$ cat src/include/pdp_pkg.sv
// package for the pulse-division pwm: register map, reset values and carriers
package pdp_pkg;

	localparam int PDP_ADDR_W = 20;
	localparam int PDP_DATA_W = 32;
	localparam int PDP_DUTY_W = 14;

	// register indexes; the byte address is four times the index
	localparam logic [17:0] PDP_IDX_CLOCK_CONTROL = 18'h0_ffd0;
	localparam logic [17:0] PDP_IDX_DUTY_UPPER = 18'h0_ffd1;
	localparam logic [17:0] PDP_IDX_DUTY_LOWER = 18'h0_ffd2;
	localparam logic [17:0] PDP_IDX_PORT_FUNCTION = 18'h0_ffd4;
	localparam logic [17:0] PDP_IDX_STATUS = 18'h0_ffd5;

	// reset values
	localparam logic [7:0] PDP_RST_CLOCK_CONTROL = 8'hfe;
	localparam logic [7:0] PDP_RST_DUTY_UPPER = 8'hc0;
	localparam logic [7:0] PDP_RST_DUTY_LOWER = 8'h00;
	localparam logic [13:0] PDP_RST_DUTY = 14'h0000;

	// read values of write-only registers
	localparam logic [7:0] PDP_READ_ALL_ONES = 8'hff;

	// field positions
	localparam int PDP_PERIOD_SELECT_BIT = 0;
	localparam int PDP_PORT_FUNCTION_BIT = 0;
	localparam int PDP_UPPER_W = 6;
	localparam int PDP_LOWER_W = 8;

	// waveform geometry: 64 pulses of 256 steps each per period
	localparam int PDP_PULSE_IDX_W = 6;
	localparam int PDP_PULSE_POS_W = 8;
	localparam logic [8:0] PDP_DUTY_OFFSET_STEPS = 9'h001;

	// apb answer in the cycle after setup
	localparam int PDP_APB_WAIT_CYCLES = 0;

	typedef struct packed {
		logic [5:0] upper;
		logic [7:0] lower;
	} pdp_duty_type;

	typedef struct packed {
		logic pending;
		logic periodSelect;
		logic wave;
		logic [5:0] pulseIdx;
	} pdp_status_type;

endpackage : pdp_pkg
$ cat src/design/pdp_pwm_top.sv
// top of the 14-bit pulse-division pwm: apb registers, prescaler, pin select
// Functional notes
// (RL1) period select 0: 16384 clocks, 1-clock step; 1: 32768 clocks, 2-clock step
// (RL2) control bits 7..1 reserved: read as 1, writes ignored
// (RL3) period select is write-only and always reads as 1
// (RL4) control register resets to fe hex, short period
// (RL5) duty is 14 bits: upper register 6 bits, lower register 8 bits
// (RL6) writing the upper register latches all 14 bits into the generator
// (RL7) software writes lower first, then upper
// (RL8) both duty registers are write-only and read as all ones
// (RL9) duty registers reset to c000 hex: upper c0, lower 00
// (RL10) one conversion period is 64 pulses sharing the high time
// (RL11) total high time is (duty + 64) times half the input clock period
// (RL12) shared pin carries pwm only while the port function bit is set
// (RL13) a latched duty takes effect at the next period start; one latched on the edge where the generator loads an older one is dropped
`timescale 1ns/1ps
`default_nettype none
module pdp_pwm_top (
	input wire logic clk,
	input wire logic rst_b,
	input wire logic psel,
	input wire logic penable,
	input wire logic pwrite,
	input wire logic [19:0] paddr,
	input wire logic [31:0] pwdata,
	input wire logic [3:0] pstrb,
	output logic pready,
	output logic [31:0] prdata,
	output logic pslverr,
	input wire logic gpioOut,
	input wire logic gpioOe,
	output logic sharedOutputPin,
	output logic sharedOutputPinOe
);

	// register state
	logic [7:0] controlReg;
	logic [7:0] dutyUpper;
	logic [7:0] dutyLower;
	logic portFunctionSelect;

	// latch toward the generator
	pdp_pkg::pdp_duty_type pendingDuty;
	logic pending;

	// prescaler
	logic divPhase;
	logic stepEn;

	// generator outputs
	logic wave;
	logic loadTaken;
	logic [5:0] pulseIdx;

	// bus decode
	logic [17:0] regIdx;
	logic aligned;
	logic hitControl;
	logic hitUpper;
	logic hitLower;
	logic hitPort;
	logic hitStatus;
	logic hitAny;
	logic setupPhase;
	logic wrTake;
	logic rdTake;
	logic laneLow;
	logic [31:0] next_prdata;
	logic next_pslverr;
	pdp_pkg::pdp_status_type status;

	assign regIdx = paddr[19:2];
	assign aligned = (paddr[1:0] == 2'b00);
	assign hitControl = aligned && (regIdx == pdp_pkg::PDP_IDX_CLOCK_CONTROL);
	assign hitUpper = aligned && (regIdx == pdp_pkg::PDP_IDX_DUTY_UPPER);
	assign hitLower = aligned && (regIdx == pdp_pkg::PDP_IDX_DUTY_LOWER);
	assign hitPort = aligned && (regIdx == pdp_pkg::PDP_IDX_PORT_FUNCTION);
	assign hitStatus = aligned && (regIdx == pdp_pkg::PDP_IDX_STATUS);
	assign hitAny = hitControl || hitUpper || hitLower || hitPort || hitStatus;

	// the answer is prepared in the setup cycle and shown in the first access cycle
	assign setupPhase = psel && !penable;
	// writes take effect at the edge where the completed access is sampled
	assign wrTake = psel && penable && pready && pwrite && hitAny;
	assign rdTake = setupPhase && !pwrite;
	// writable registers are at most eight bits wide (status reads back 9 bits); a write with lane 0 strobed off is ignored
	assign laneLow = pstrb[0];

	assign status.pending = pending;
	assign status.periodSelect = controlReg[pdp_pkg::PDP_PERIOD_SELECT_BIT];
	assign status.wave = wave;
	assign status.pulseIdx = pulseIdx;

	// apb ready: one access cycle per transfer, no further wait states
	always_ff @(posedge clk or negedge rst_b) begin
		if (!rst_b) begin
			pready <= 1'b0;
		end else begin
			pready <= setupPhase;
		end
	end

	// read data and error answer
	always_comb begin
		next_prdata = 32'h0000_0000;
		next_pslverr = 1'b0;
		if (!hitAny) begin
			next_pslverr = 1'b1;
		end else if (rdTake) begin
			if (hitControl) begin
				next_prdata = {24'h00_0000, pdp_pkg::PDP_READ_ALL_ONES}; // RL2 RL3
			end else if (hitUpper || hitLower) begin
				next_prdata = {24'h00_0000, pdp_pkg::PDP_READ_ALL_ONES}; // RL8
			end else if (hitPort) begin
				next_prdata = {31'h0000_0000, portFunctionSelect};
			end else begin
				next_prdata = {23'h00_0000, status};
			end
		end
	end

	always_ff @(posedge clk or negedge rst_b) begin
		if (!rst_b) begin
			prdata <= 32'h0000_0000;
			pslverr <= 1'b0;
		end else if (setupPhase) begin
			prdata <= next_prdata;
			pslverr <= next_pslverr;
		end else if (pready) begin
			prdata <= 32'h0000_0000;
			pslverr <= 1'b0;
		end
	end

	// control register: only the period select bit is writable
	always_ff @(posedge clk or negedge rst_b) begin
		if (!rst_b) begin
			controlReg <= pdp_pkg::PDP_RST_CLOCK_CONTROL; // RL4
		end else if (wrTake && hitControl && laneLow) begin
			controlReg[pdp_pkg::PDP_PERIOD_SELECT_BIT] <= pwdata[0]; // RL1 RL2
		end
	end

	// lower duty register holds its bits until the upper write
	always_ff @(posedge clk or negedge rst_b) begin
		if (!rst_b) begin
			dutyLower <= pdp_pkg::PDP_RST_DUTY_LOWER; // RL9
		end else if (wrTake && hitLower && laneLow) begin
			dutyLower <= pwdata[7:0]; // RL5
		end
	end

	// upper duty register; bits 7..6 stay at one
	always_ff @(posedge clk or negedge rst_b) begin
		if (!rst_b) begin
			dutyUpper <= pdp_pkg::PDP_RST_DUTY_UPPER; // RL9
		end else if (wrTake && hitUpper && laneLow) begin
			dutyUpper <= {2'b11, pwdata[5:0]}; // RL5
		end
	end

	// an upper write captures both halves; the order lower-then-upper is up to software
	always_ff @(posedge clk or negedge rst_b) begin
		if (!rst_b) begin
			pendingDuty <= '0;
		end else if (wrTake && hitUpper && laneLow) begin
			pendingDuty.upper <= pwdata[5:0]; // RL6 RL7
			pendingDuty.lower <= dutyLower; // RL6
		end
	end

	// an upper write in the loadTaken cycle wins over the clear; one on the edge where the generator takes the old one is lost
	always_ff @(posedge clk or negedge rst_b) begin
		if (!rst_b) begin
			pending <= 1'b0;
		end else if (wrTake && hitUpper && laneLow) begin
			pending <= 1'b1; // RL6
		end else if (loadTaken) begin
			pending <= 1'b0; // RL13
		end
	end

	// port function select
	always_ff @(posedge clk or negedge rst_b) begin
		if (!rst_b) begin
			portFunctionSelect <= 1'b0;
		end else if (wrTake && hitPort && laneLow) begin
			portFunctionSelect <= pwdata[pdp_pkg::PDP_PORT_FUNCTION_BIT];
		end
	end

	// prescaler: a step is half the input clock period, one or two system clocks
	always_ff @(posedge clk or negedge rst_b) begin
		if (!rst_b) begin
			divPhase <= 1'b0;
		end else begin
			divPhase <= !divPhase;
		end
	end

	assign stepEn = !controlReg[pdp_pkg::PDP_PERIOD_SELECT_BIT] || divPhase; // RL1 RL11

	// the generator sees a pending load only after the capture has settled
	pdp_wave_gen u_wave (
		.clk(clk),
		.rst_b(rst_b),
		.stepEn(stepEn),
		.loadReq(pending),
		.loadDuty(pendingDuty),
		.wave(wave),
		.periodStart(),
		.loadTaken(loadTaken),
		.pulseIdx(pulseIdx)
	);

	// shared pin: pwm while selected, otherwise the general port
	always_ff @(posedge clk or negedge rst_b) begin
		if (!rst_b) begin
			sharedOutputPin <= 1'b0;
			sharedOutputPinOe <= 1'b0;
		end else if (portFunctionSelect) begin
			sharedOutputPin <= wave; // RL12
			sharedOutputPinOe <= 1'b1; // RL12
		end else begin
			sharedOutputPin <= gpioOut;
			sharedOutputPinOe <= gpioOe;
		end
	end

endmodule : pdp_pwm_top
`default_nettype wire

$ cat src/design/pdp_wave_gen.sv
// pulse-division waveform generator: 64 pulses per period, remainder spread by bit reversal
`timescale 1ns/1ps
`default_nettype none
module pdp_wave_gen (
	input wire logic clk,
	input wire logic rst_b,
	input wire logic stepEn,
	input wire logic loadReq,
	input wire pdp_pkg::pdp_duty_type loadDuty,
	output logic wave,
	output logic periodStart,
	output logic loadTaken,
	output logic [5:0] pulseIdx
);
	logic [13:0] stepCnt;
	logic [13:0] duty;
	logic [5:0] revIdx;
	logic [8:0] highSteps;
	logic extra;

	// reversed pulse index spreads the low six bits evenly over the period
	genvar i;
	generate
		for (i = 0; i < pdp_pkg::PDP_PULSE_IDX_W; i++) begin : g_rev
			assign revIdx[i] = stepCnt[13 - i];
		end
	endgenerate

	assign extra = (revIdx < duty[5:0]);
	// one step per pulse carries the +64 offset of the high time
	assign highSteps = {1'b0, duty[13:6]} + pdp_pkg::PDP_DUTY_OFFSET_STEPS + {8'h00, extra}; // RL11

	always_ff @(posedge clk or negedge rst_b) begin
		if (!rst_b) begin
			stepCnt <= 14'h0000;
		end else if (stepEn) begin
			stepCnt <= stepCnt + 14'h0001; // RL10
		end
	end

	// new duty only at a period boundary, so no period mixes two values
	always_ff @(posedge clk or negedge rst_b) begin
		if (!rst_b) begin
			duty <= pdp_pkg::PDP_RST_DUTY; // RL9
			loadTaken <= 1'b0;
		end else begin
			loadTaken <= 1'b0;
			if (stepEn && stepCnt == 14'h3fff && loadReq) begin
				duty <= loadDuty; // RL13
				loadTaken <= 1'b1;
			end
		end
	end

	always_ff @(posedge clk or negedge rst_b) begin
		if (!rst_b) begin
			wave <= 1'b0;
			periodStart <= 1'b0;
			pulseIdx <= 6'h00;
		end else begin
			wave <= ({1'b0, stepCnt[7:0]} < highSteps); // RL10
			periodStart <= stepEn && (stepCnt == 14'h0000);
			pulseIdx <= stepCnt[13:8];
		end
	end

endmodule : pdp_wave_gen
`default_nettype wire

$ cat config.mk
export PLATFORM = sky130hd
export DESIGN_NAME = pdp_pwm_top
export DESIGN_NICKNAME = d
export VERILOG_FILES = /design/src/include/pdp_pkg.sv /design/src/design/pdp_pwm_top.sv /design/src/design/pdp_wave_gen.sv
export SDC_FILE = /design/constraint.sdc
export NUM_CORES = 1
export LEC_CHECK = 0
export BUFFER_PORTS_ARGS = -buffer_cell sky130_fd_sc_hd__buf_4
export CAP_MARGIN = 0
export CORE_MARGIN = 5
export CORE_UTILIZATION = 55
export DETAILED_ROUTE_END_ITERATION = 6
export HOLD_SLACK_MARGIN = 0.05
export PLACE_DENSITY = 0.84
export SKIP_CTS_REPAIR_TIMING = 1
export SLEW_MARGIN = 20
export SYNTH_ARGS = -nofsm -noshare
export SYNTH_HDL_FRONTEND = slang
export SYNTH_SLANG_ARGS = --single-unit
$ cat constraint.sdc
create_clock -name clk -period 4.9 [get_ports clk]
set_input_delay 0.245 -clock clk [delete_from_list [all_inputs] [get_ports clk]]
set_output_delay 0.245 -clock clk [all_outputs]
set_load 0.02 [all_outputs]
Yosys cells after proc, flatten, opt, wreduce, memory -nomap -nowiden
Cells that the tools add are included.
Word-level totals
  memories: 0
  latch bits: 0
  memory bits (read-only): 0
  word-level logic and storage cells: 77
  bits of input ports: 63
  bits in writable memories: 0
  register bits: 98
  output and inout bits: 36
Operators by class
  reductions and logical operators: 34
  mux-type cells: 15
  bitwise gates (word level): 0
  $lt $le $gt $ge: 2
  multipliers: 0
  equal/unequal tests: 6
  shift-type cells: 0
  div/mod/pow operators: 0
  add/subtract/negate cells: 3
Operator list (number)
  32-bit 2-to-1 mux: 5
  18-bit by 16-bit equality test with 1-bit output, second input constant: 5
  1-bit logical AND: 21
  9-bit 2-to-1 mux: 2
  14-bit by 1-bit adder with 14-bit output, second input constant: 1
  14-bit equality test, second input constant: 1
  8-bit by 1-bit adder with 9-bit output, second input constant: 1
  9-bit by 1-bit adder with 9-bit output: 1
  8-bit by 9-bit < comparator with 1-bit output: 1
  1-bit 2-to-1 mux: 8
  1-bit logical OR: 6
  6-bit < comparator: 1
  1-bit zero test: 4
  2-bit nonzero test: 2
  2-bit zero test: 1

Logic depth before layout (Yosys ltp)
Gate-level depths: netlist (run 1).
  word-level depth: 10
  depth in mapped cells: 16
  mapped depth without buffers: 16

Cells and area by module
Synthesis (run 1) repeated with hierarchy kept, for this count alone.
Second synthesis, totals
  cell total of the unflattened synthesis: 324
  area total of the unflattened synthesis: 3741.1 µm²
By module, submodules not included
  pdp_wave_gen: cells each 166, seq. area each 925.9 µm², area an instance 1881.8 µm², instances 1
  pdp_pwm_top: cells each 158, seq. area each 975.9 µm², area an instance 1859.3 µm², instances 1

Worst setup path before layout (run 1)
Ideal clock, no wire load.
  kind: register to register
  start: reg u_wave.stepCnt[12]
  end: reg u_wave.wave
  library setup time: 0.064 ns
  path slack: 2.122 ns
  stages on the path, launching flop included: 15
  data arrival time: 2.714 ns
  path buffers: 0
  period minus slack after synthesis: 2.778 ns
  cells stage by stage: dfrtp_1 -> ha_1 -> a21o_1 -> a21o_1 -> a21oi_1 -> o21ai_0 -> ha_1 -> inv_1 -> ha_1 -> and3_1 -> nand3_1 -> xor2_1 -> ha_1 -> a2111oi_0 -> a21o_1
Between the ends
  cells in the longest elaborated chain, start to end: 3
Ends and longest elaborated chain
  start: declaration: RTL line pdp_wave_gen.sv:15  | logic [13:0] stepCnt;
  start signal: assignment: RTL line pdp_wave_gen.sv:37  | stepCnt <= stepCnt + 14'h0001;
  6-bit < comparator: RTL line pdp_wave_gen.sv:29  | assign extra = (revIdx < duty[5:0]);
  9-bit by 1-bit adder with 9-bit output: RTL line pdp_wave_gen.sv:31  | assign highSteps = {1'b0, duty[13:6]} + pdp_pkg::PDP_DUTY_OFFSET_STEPS + {8'h00, extra};
  8-bit by 9-bit < comparator with 1-bit output: RTL line pdp_wave_gen.sv:61  | wave <= ({1'b0, stepCnt[7:0]} < highSteps);
  end signal: assignment: RTL line pdp_wave_gen.sv:61
  end: declaration: RTL line pdp_wave_gen.sv:10  | output logic wave,
Every way passes these cells.
A chain may end at the register's enable or synchronous reset.

Worst setup path in the final report (run 1)
Ends and elaborated chain as after synthesis.

==> results.txt, run 1 <==
Setup Crit Path Kind -> reg -> reg
outcome -> finished, final reports clean
Worst EP arrival -> 3.41 ns
critical-path cell list -> ha_1 -> a21o_1 -> a21o_1 -> a21oi_1 -> o21ai_0 -> ha_1 -> inv_1 -> ha_1 -> and3_1 -> nand3_1 -> xor2_1 -> ha_1 -> a2111oi_0 -> a21o_1
Avg Inst Size Synth -> 11.8 µm²
Tmin final -> 3.14 ns
flops & latches, synth -> 75
via density per instance -> 5.30
dpl cells -> 418
largest net degree at the start of global routing -> 76
Starting DRT DRC Count -> 84
Core Util, Final -> 64.9%
Die Y-Extent -> 89.8 µm
Crit path max-delay family -> compound AO/OA/AOI/OAI gates
Bufs on Longest Clock Path -> 2
Slowest cell on crit path -> dfrtp_1
DR WL/cell -> 14.6 µm
HP Class -> in -> async
worst skew pair latency -> 0.34 ns
share of the synthesized area in the top cell type -> 53.5%
Ant. Diodes -> 0
Starting Density -> 55.9%
Finish-stage setup viols -> 0
skew final -> 0.0129 ns
main area contributors after synthesis -> dfrtp_1 54%, mux2_2 11%, ha_1 5.4%, buf_4 5.1%, xnor2_1 2.5%
die area -> 8070 µm²
Post-Layout Cell Count -> 434
vias in the first global route -> 2422
CP Data Required Time -> 5.17 ns
EDFF count, synth -> 0
GP Congestion -> 0.833
most frequent CP cell -> ha_1
drt drc -> 0
area grow syn2layout -> 16.2%
Combinational Power Share -> 5.5%
mapped cell area -> 3510 µm²
worst reg2reg path startpoint -> u_wave.stepCnt[12]$_DFFE_PN0N_
final worst slack -> 1.76 ns
Register-to-Register Path Depth -> 14
Core Rows -> 29
yosys warns -> 0
WL final -> 6.33 mm
Fin. Hold Viols -> 0
CP Capture Type -> flop
CTS tree -> built
register area share after synthesis -> 53.5%
area leader, netlist -> dfrtp_1
DP HPWL -> 4.87 mm
sw frac -> 23.2%
CP bufs+invs -> 1
Max Slew Vio Count -> 0
r2r endpoint -> u_wave.wave$_DFF_PN0_
ys async rst share -> 100%
post-synthesis cell type count -> 38
Synth Instances -> 297
Tcrit/Tclk final -> 64.1%
first-pass GRT wire length -> 11.4 mm
CTS root buffer -> clkbuf_8
Worst-path clk slew -> 0.08 ns
Slew HR -> 40.9%
share of layout cells above drive strength 1 -> 29.1%
most frequent cell after synthesis -> dfrtp_1
CTS Sinks -> 75
P_sw -> 271 µW
total vias in the final route -> 2301
nets -> 430
crit path launch type -> flop
Max stage delay on crit path -> 0.43 ns
max cap viols -> 0
Seq pwr share -> 53.1%
Int Power -> 898 µW
Clk network pwr share -> 41.4%
Tot Pwr -> 1.17 mW
Top Ports -> 99
pre-CTS setup slack -> 1.79 ns
CTS buffer count -> 9
FF-to-FF setup slack -> 1.76 ns
VDD IR max -> 0.242 mV
die width -> 89.8 µm
max frequency -> 318 MHz
# H-tree levels -> 3
GR Overflow Total -> 0
I/O Buffers -> 48
setup TNS -> 0 ns
Synth Flop Type -> dfrtp_1
synth cell count leaders -> 75 x dfrtp_1, 34 x mux2_2, 24 x buf_4
setup repair after global routing missed its margin -> no
Antenna Nets Post-Route -> 0
antenna violations before repair -> 0
Max FO, Critical Path -> 4
power per cell area -> 287 nW/µm²
first drt pass iteration count -> 4
worst slew pin tran -> 0.887 ns
Core ar. -> 6280 µm²
Tot GR Track Use -> 17.3%
P_leak -> 2.04 nW
per-stage QoR:
| stage | hold WS [ns] | instance area [µm²] |
|---|---|---|
| after floorplan | -0.0506 | 3590 |
| after global placement | 0.398 | 3870 |
| after detailed placement | 0.402 | 3870 |
| after CTS | 0.0565 | 4080 |
| after global routing | 0.0596 | 4080 |
| final | 0.0211 | 4080 |
power groups by stage:
stage / Clock [mW] / Combinational, mW / Sequential (mW)
after floorplan: 0 / 0.0361 / 0.637
after global placement: 0 / 0.0635 / 0.634
after detailed placement: 0 / 0.0644 / 0.634
after CTS: 0.498 / 0.0645 / 0.622
after global routing: 0.532 / 0.0707 / 0.622
final: 0.484 / 0.0638 / 0.622
metal layers:
layer	wire, µm	vias to the layer above	GRT usage (%)
met5	0	-	0
met4	56	0	7.18
met3	499	6	6.34
met2	3150	82	28.8
met1	2620	1109	20.0
li1	-	1104	-
placed cells by master (no fill, tap or decap), drive strengths merged, types with 2 or more instances in the layout:
master | netlist | final
ha | 15 | 15
a21oi | 9 | 9
nor3b | 2 | 2
inv | 14 | 17
nor4 | 3 | 3
a21o | 5 | 5
xor2 | 9 | 9
nand2b | 4 | 4
and3 | 3 | 3
nand4 | 5 | 5
xnor2 | 10 | 10
nor3 | 4 | 4
nor2 | 8 | 8
o21ai | 17 | 17
or3 | 3 | 3
mux2 | 34 | 34
nand3 | 11 | 11
nor4b | 2 | 2
conb | 1 | 23
dfrtp | 75 | 75
clkinv | 0 | 2
o21a | 4 | 4
clkbuf | 3 | 10
buf | 24 | 49
nand2 | 21 | 21
kinds of logic (layout without fill, tap and decap cells):
family                     count (synthesis)  after routing  share of synthesized area (%)
xor gates and xnor gates                  19             19                           4.75
adders and majority gates                 15             15                           5.35
and+or+nand+nor                           71             71                           11.3
muxes                                     35             35                           11.2
other                                      1             23                          0.107
DFF                                       75             75                           53.5
AOI/OAI and AO/OA                         40             40                           6.78
buffers and inverters                     41             79                           6.96
worst reg2reg max path: stages (launching register included):
cell and delay, ns:
dfrtp_1 0.43, ha_1 0.29, a21o_1 0.15, a21o_1 0.16
a21oi_1 0.12, o21ai_0 0.13, ha_1 0.23, inv_1 0.08
ha_1 0.17, and3_1 0.22, nand3_1 0.14, xor2_1 0.17
ha_1 0.20, a2111oi_0 0.39, a21o_1 0.18
flip-flops by register name, summed over array words and instances (netlist names):
signal              flops
portFunctionSelect      1
dutyLower               8
divPhase                1
pslverr                 1
pending                 1
pendingDuty            14
prdata                  9
u_wave.pulseIdx         6
pready                  1
sharedOutputPin         1
u_wave.loadTaken        1
u_wave.stepCnt         14
u_wave.wave             1
u_wave.duty            14
sharedOutputPinOe       1
controlReg              1
worst max path at each step:
stage                                        to  cells after the start                      startpoint  slack, ns
after floorplan           u_wave.wave$_DFF_PN0_                     14  u_wave.stepCnt[12]$_DFFE_PN0N_       2.12
after CTS                 u_wave.wave$_DFF_PN0_                     14  u_wave.stepCnt[12]$_DFFE_PN0N_       1.74
after detailed placement  u_wave.wave$_DFF_PN0_                     14  u_wave.stepCnt[12]$_DFFE_PN0N_       1.79
final                     u_wave.wave$_DFF_PN0_                     14  u_wave.stepCnt[12]$_DFFE_PN0N_       1.76
after global placement    u_wave.wave$_DFF_PN0_                     14  u_wave.stepCnt[12]$_DFFE_PN0N_       1.90
after global routing      u_wave.wave$_DFF_PN0_                     14  u_wave.stepCnt[12]$_DFFE_PN0N_       1.47
area by class of cell:
| type | instances | area [µm²] |
|---|---|---|
| timing repair buffer | 49 | 368 |
| fill | 495 | 2200 |
| tap | 77 | 96.3 |
| inverter | 14 | 52.6 |
| clock buffer | 10 | 138 |
| clock inverter | 6 | 70.1 |
| sequential | 75 | 1880 |
| multi-input combinational | 203 | 1470 |
Power figures use the tool's default switching activity.
==> inputs of run 2 (changes only) <==
--- a/config.mk
+++ b/config.mk
@@ -8,10 +8,10 @@
 export BUFFER_PORTS_ARGS = -buffer_cell sky130_fd_sc_hd__buf_4
 export CAP_MARGIN = 0
 export CORE_MARGIN = 5
-export CORE_UTILIZATION = 55
+export CORE_UTILIZATION = 52
 export DETAILED_ROUTE_END_ITERATION = 6
 export HOLD_SLACK_MARGIN = 0.05
-export PLACE_DENSITY = 0.84
+export PLACE_DENSITY = 0.8
 export SKIP_CTS_REPAIR_TIMING = 1
 export SLEW_MARGIN = 20
 export SYNTH_ARGS = -nofsm -noshare
==> constraint.sdc (replaced) <==
create_clock -name clk -period 3.2 [get_ports clk]
set_input_delay 0.16 -clock clk [delete_from_list [all_inputs] [get_ports clk]]
set_output_delay 0.16 -clock clk [all_outputs]
set_load 0.02 [all_outputs]
==> results.txt, run 2 (synthesis results as in run 1) <==
Starting DRT DRC Count -> 113
via density per instance -> 5.28
power per cell area -> 458 nW/µm²
critical-path cell list -> ha_1 -> a21o_1 -> a21o_1 -> a21oi_1 -> o21ai_0 -> ha_2 -> inv_1 -> ha_1 -> and3_4 -> nand3_1 -> xor2_1 -> ha_1 -> a2111oi_1 -> a21o_1
die area -> 8480 µm²
crit path launch type -> flop
P_sw -> 403 µW
Top Ports -> 99
Starting Density -> 52.5%
Clk network pwr share -> 45.2%
Post-Layout Cell Count -> 446
max frequency -> 324 MHz
Ant. Diodes -> 0
VDD IR max -> 0.303 mV
Max FO, Critical Path -> 4
Int Power -> 1.53 mW
Slew HR -> 39.3%
nets -> 440
Core ar. -> 6680 µm²
Worst-path clk slew -> 0.07 ns
Slowest cell on crit path -> dfrtp_1
Bufs on Longest Clock Path -> 2
leading cell type in the layout, fill and taps excluded -> dfrtp_1
Tot Pwr -> 1.93 mW
CTS buffer count -> 9
sw frac -> 20.8%
WL final -> 6.35 mm
Tmin final -> 3.09 ns
P_leak -> 2.10 nW
worst skew pair latency -> 0.35 ns
Seq pwr share -> 49.3%
Die Y-Extent -> 92.1 µm
antenna violations before repair -> 0
dpl cells -> 422
GR Overflow Total -> 0
share of layout cells above drive strength 1 -> 28.7%
CTS Sinks -> 75
drt drc -> 0
Antenna Nets Post-Route -> 0
Tot GR Track Use -> 16.1%
DP Area -> 3880 µm²
skew final -> 0.00792 ns
Tcrit/Tclk final -> 96.6%
GP Congestion -> 0.836
setup TNS -> 0 ns
CP Data Required Time -> 3.48 ns
Finish-stage setup viols -> 0
max cap viols -> 0
most frequent cells in the layout -> 75 x dfrtp_1, 50 x buf_4, 34 x mux2_2
outcome -> finished, final reports clean
worst slew pin tran -> 0.911 ns
final worst slack -> 0.109 ns
first drt pass iteration count -> 4
CTS root buffer -> clkbuf_8
CP Capture Type -> flop
first-pass GRT wire length -> 10.8 mm
Setup Crit Path Kind -> reg -> reg
DP HPWL -> 4.60 mm
Worst EP arrival -> 3.37 ns
largest net degree at the start of global routing -> 76
Combinational Power Share -> 5.6%
Core Rows -> 30
Max stage delay on crit path -> 0.43 ns
die width -> 92.1 µm
area grow syn2layout -> 20.3%
Max Slew Vio Count -> 0
Largest regs -> pendingDuty x14, u_wave.duty x14, u_wave.stepCnt x14
pre-CTS setup slack -> 0.102 ns
vias in the first global route -> 2301
Final Instance Area -> 4220 µm²
# H-tree levels -> 3
HP Class -> in -> reg
total vias in the final route -> 2353
DR WL/cell -> 14.2 µm
Fin. Hold Viols -> 0
I/O Buffers -> 48
CTS tree -> built
==> run 2: changes by cell type in the layout (fill, tap and decap cells not counted), sizes merged <==
cell and delta:
clkbuf +1, buf +1, bufinv +2, clkinv -1, dlygate4sd3 +9, inv -3
==> run 2: worst max-delay path, delay by kind of cell (launching register included) <==
family                     cells  cell delay, ns
xor gates and xnor gates       1            0.16
and+or+nand+nor                2            0.33
buffers and inverters          1            0.07
adders and majority gates      4            0.88
AOI/OAI and AO/OA              6            1.16
DFF                            1            0.43
==> run 2: final cells by class <==
class	count	area [µm²]
clock buffer	11	141
clock inverter	4	98.8
fill	534	2460
inverter	14	52.6
multi-input combinational	203	1480
sequential	75	1880
tap	80	100
timing repair buffer	59	465
==> run 2: path summary, 6_finish.rpt <==
check                                                from                            end  slack, ns  cells past startpoint
max                        u_wave.stepCnt[12]$_DFFE_PN0N_          u_wave.wave$_DFF_PN0_       0.11                     14
min                                             pwdata[7]       dutyLower[7]$_DFFE_PN0P_       0.06                      2
max reg2reg                u_wave.stepCnt[12]$_DFFE_PN0N_          u_wave.wave$_DFF_PN0_       0.11                     14
min reg2reg                            divPhase$_DFF_PN0_             divPhase$_DFF_PN0_       0.41                      1
max in group asynchronous                           rst_b  u_wave.stepCnt[1]$_DFFE_PN0N_       2.12                      2
min in group asynchronous                           rst_b          prdata[3]$_DFFE_PN0P_       0.49                      2
==> run 2: layer usage <==
layer | wire, µm | vias up | part of all wire [%] | global-route usage [%]
met5 | 0 | - | 0 | 0
met4 | 55 | 0 | 0.87 | 4.58
met3 | 575 | 6 | 9.1 | 6.64
met2 | 3160 | 85 | 50 | 26.5
met1 | 2560 | 1139 | 40 | 19.5
li1 | - | 1123 | - | -
==> run 2: per-stage QoR <==
stage               util, %  hold slack, ns
floorplan                 -          -0.136
global placement       58.1           0.343
detailed placement     58.1           0.355
CTS                    61.6         -0.0318
global route           63.1          0.0538
finish                 63.1          0.0568
==> run 2: power by group through the flow <==
stage / clock network [mW] / registers [mW] / logic [mW]
final: 0.873 / 0.952 / 0.108
after floorplan: 0 / 0.975 / 0.0553
after global routing: 0.935 / 0.952 / 0.119
after detailed placement: 0 / 0.971 / 0.0994
after global placement: 0 / 0.971 / 0.0978
after CTS: 0.894 / 0.952 / 0.0994
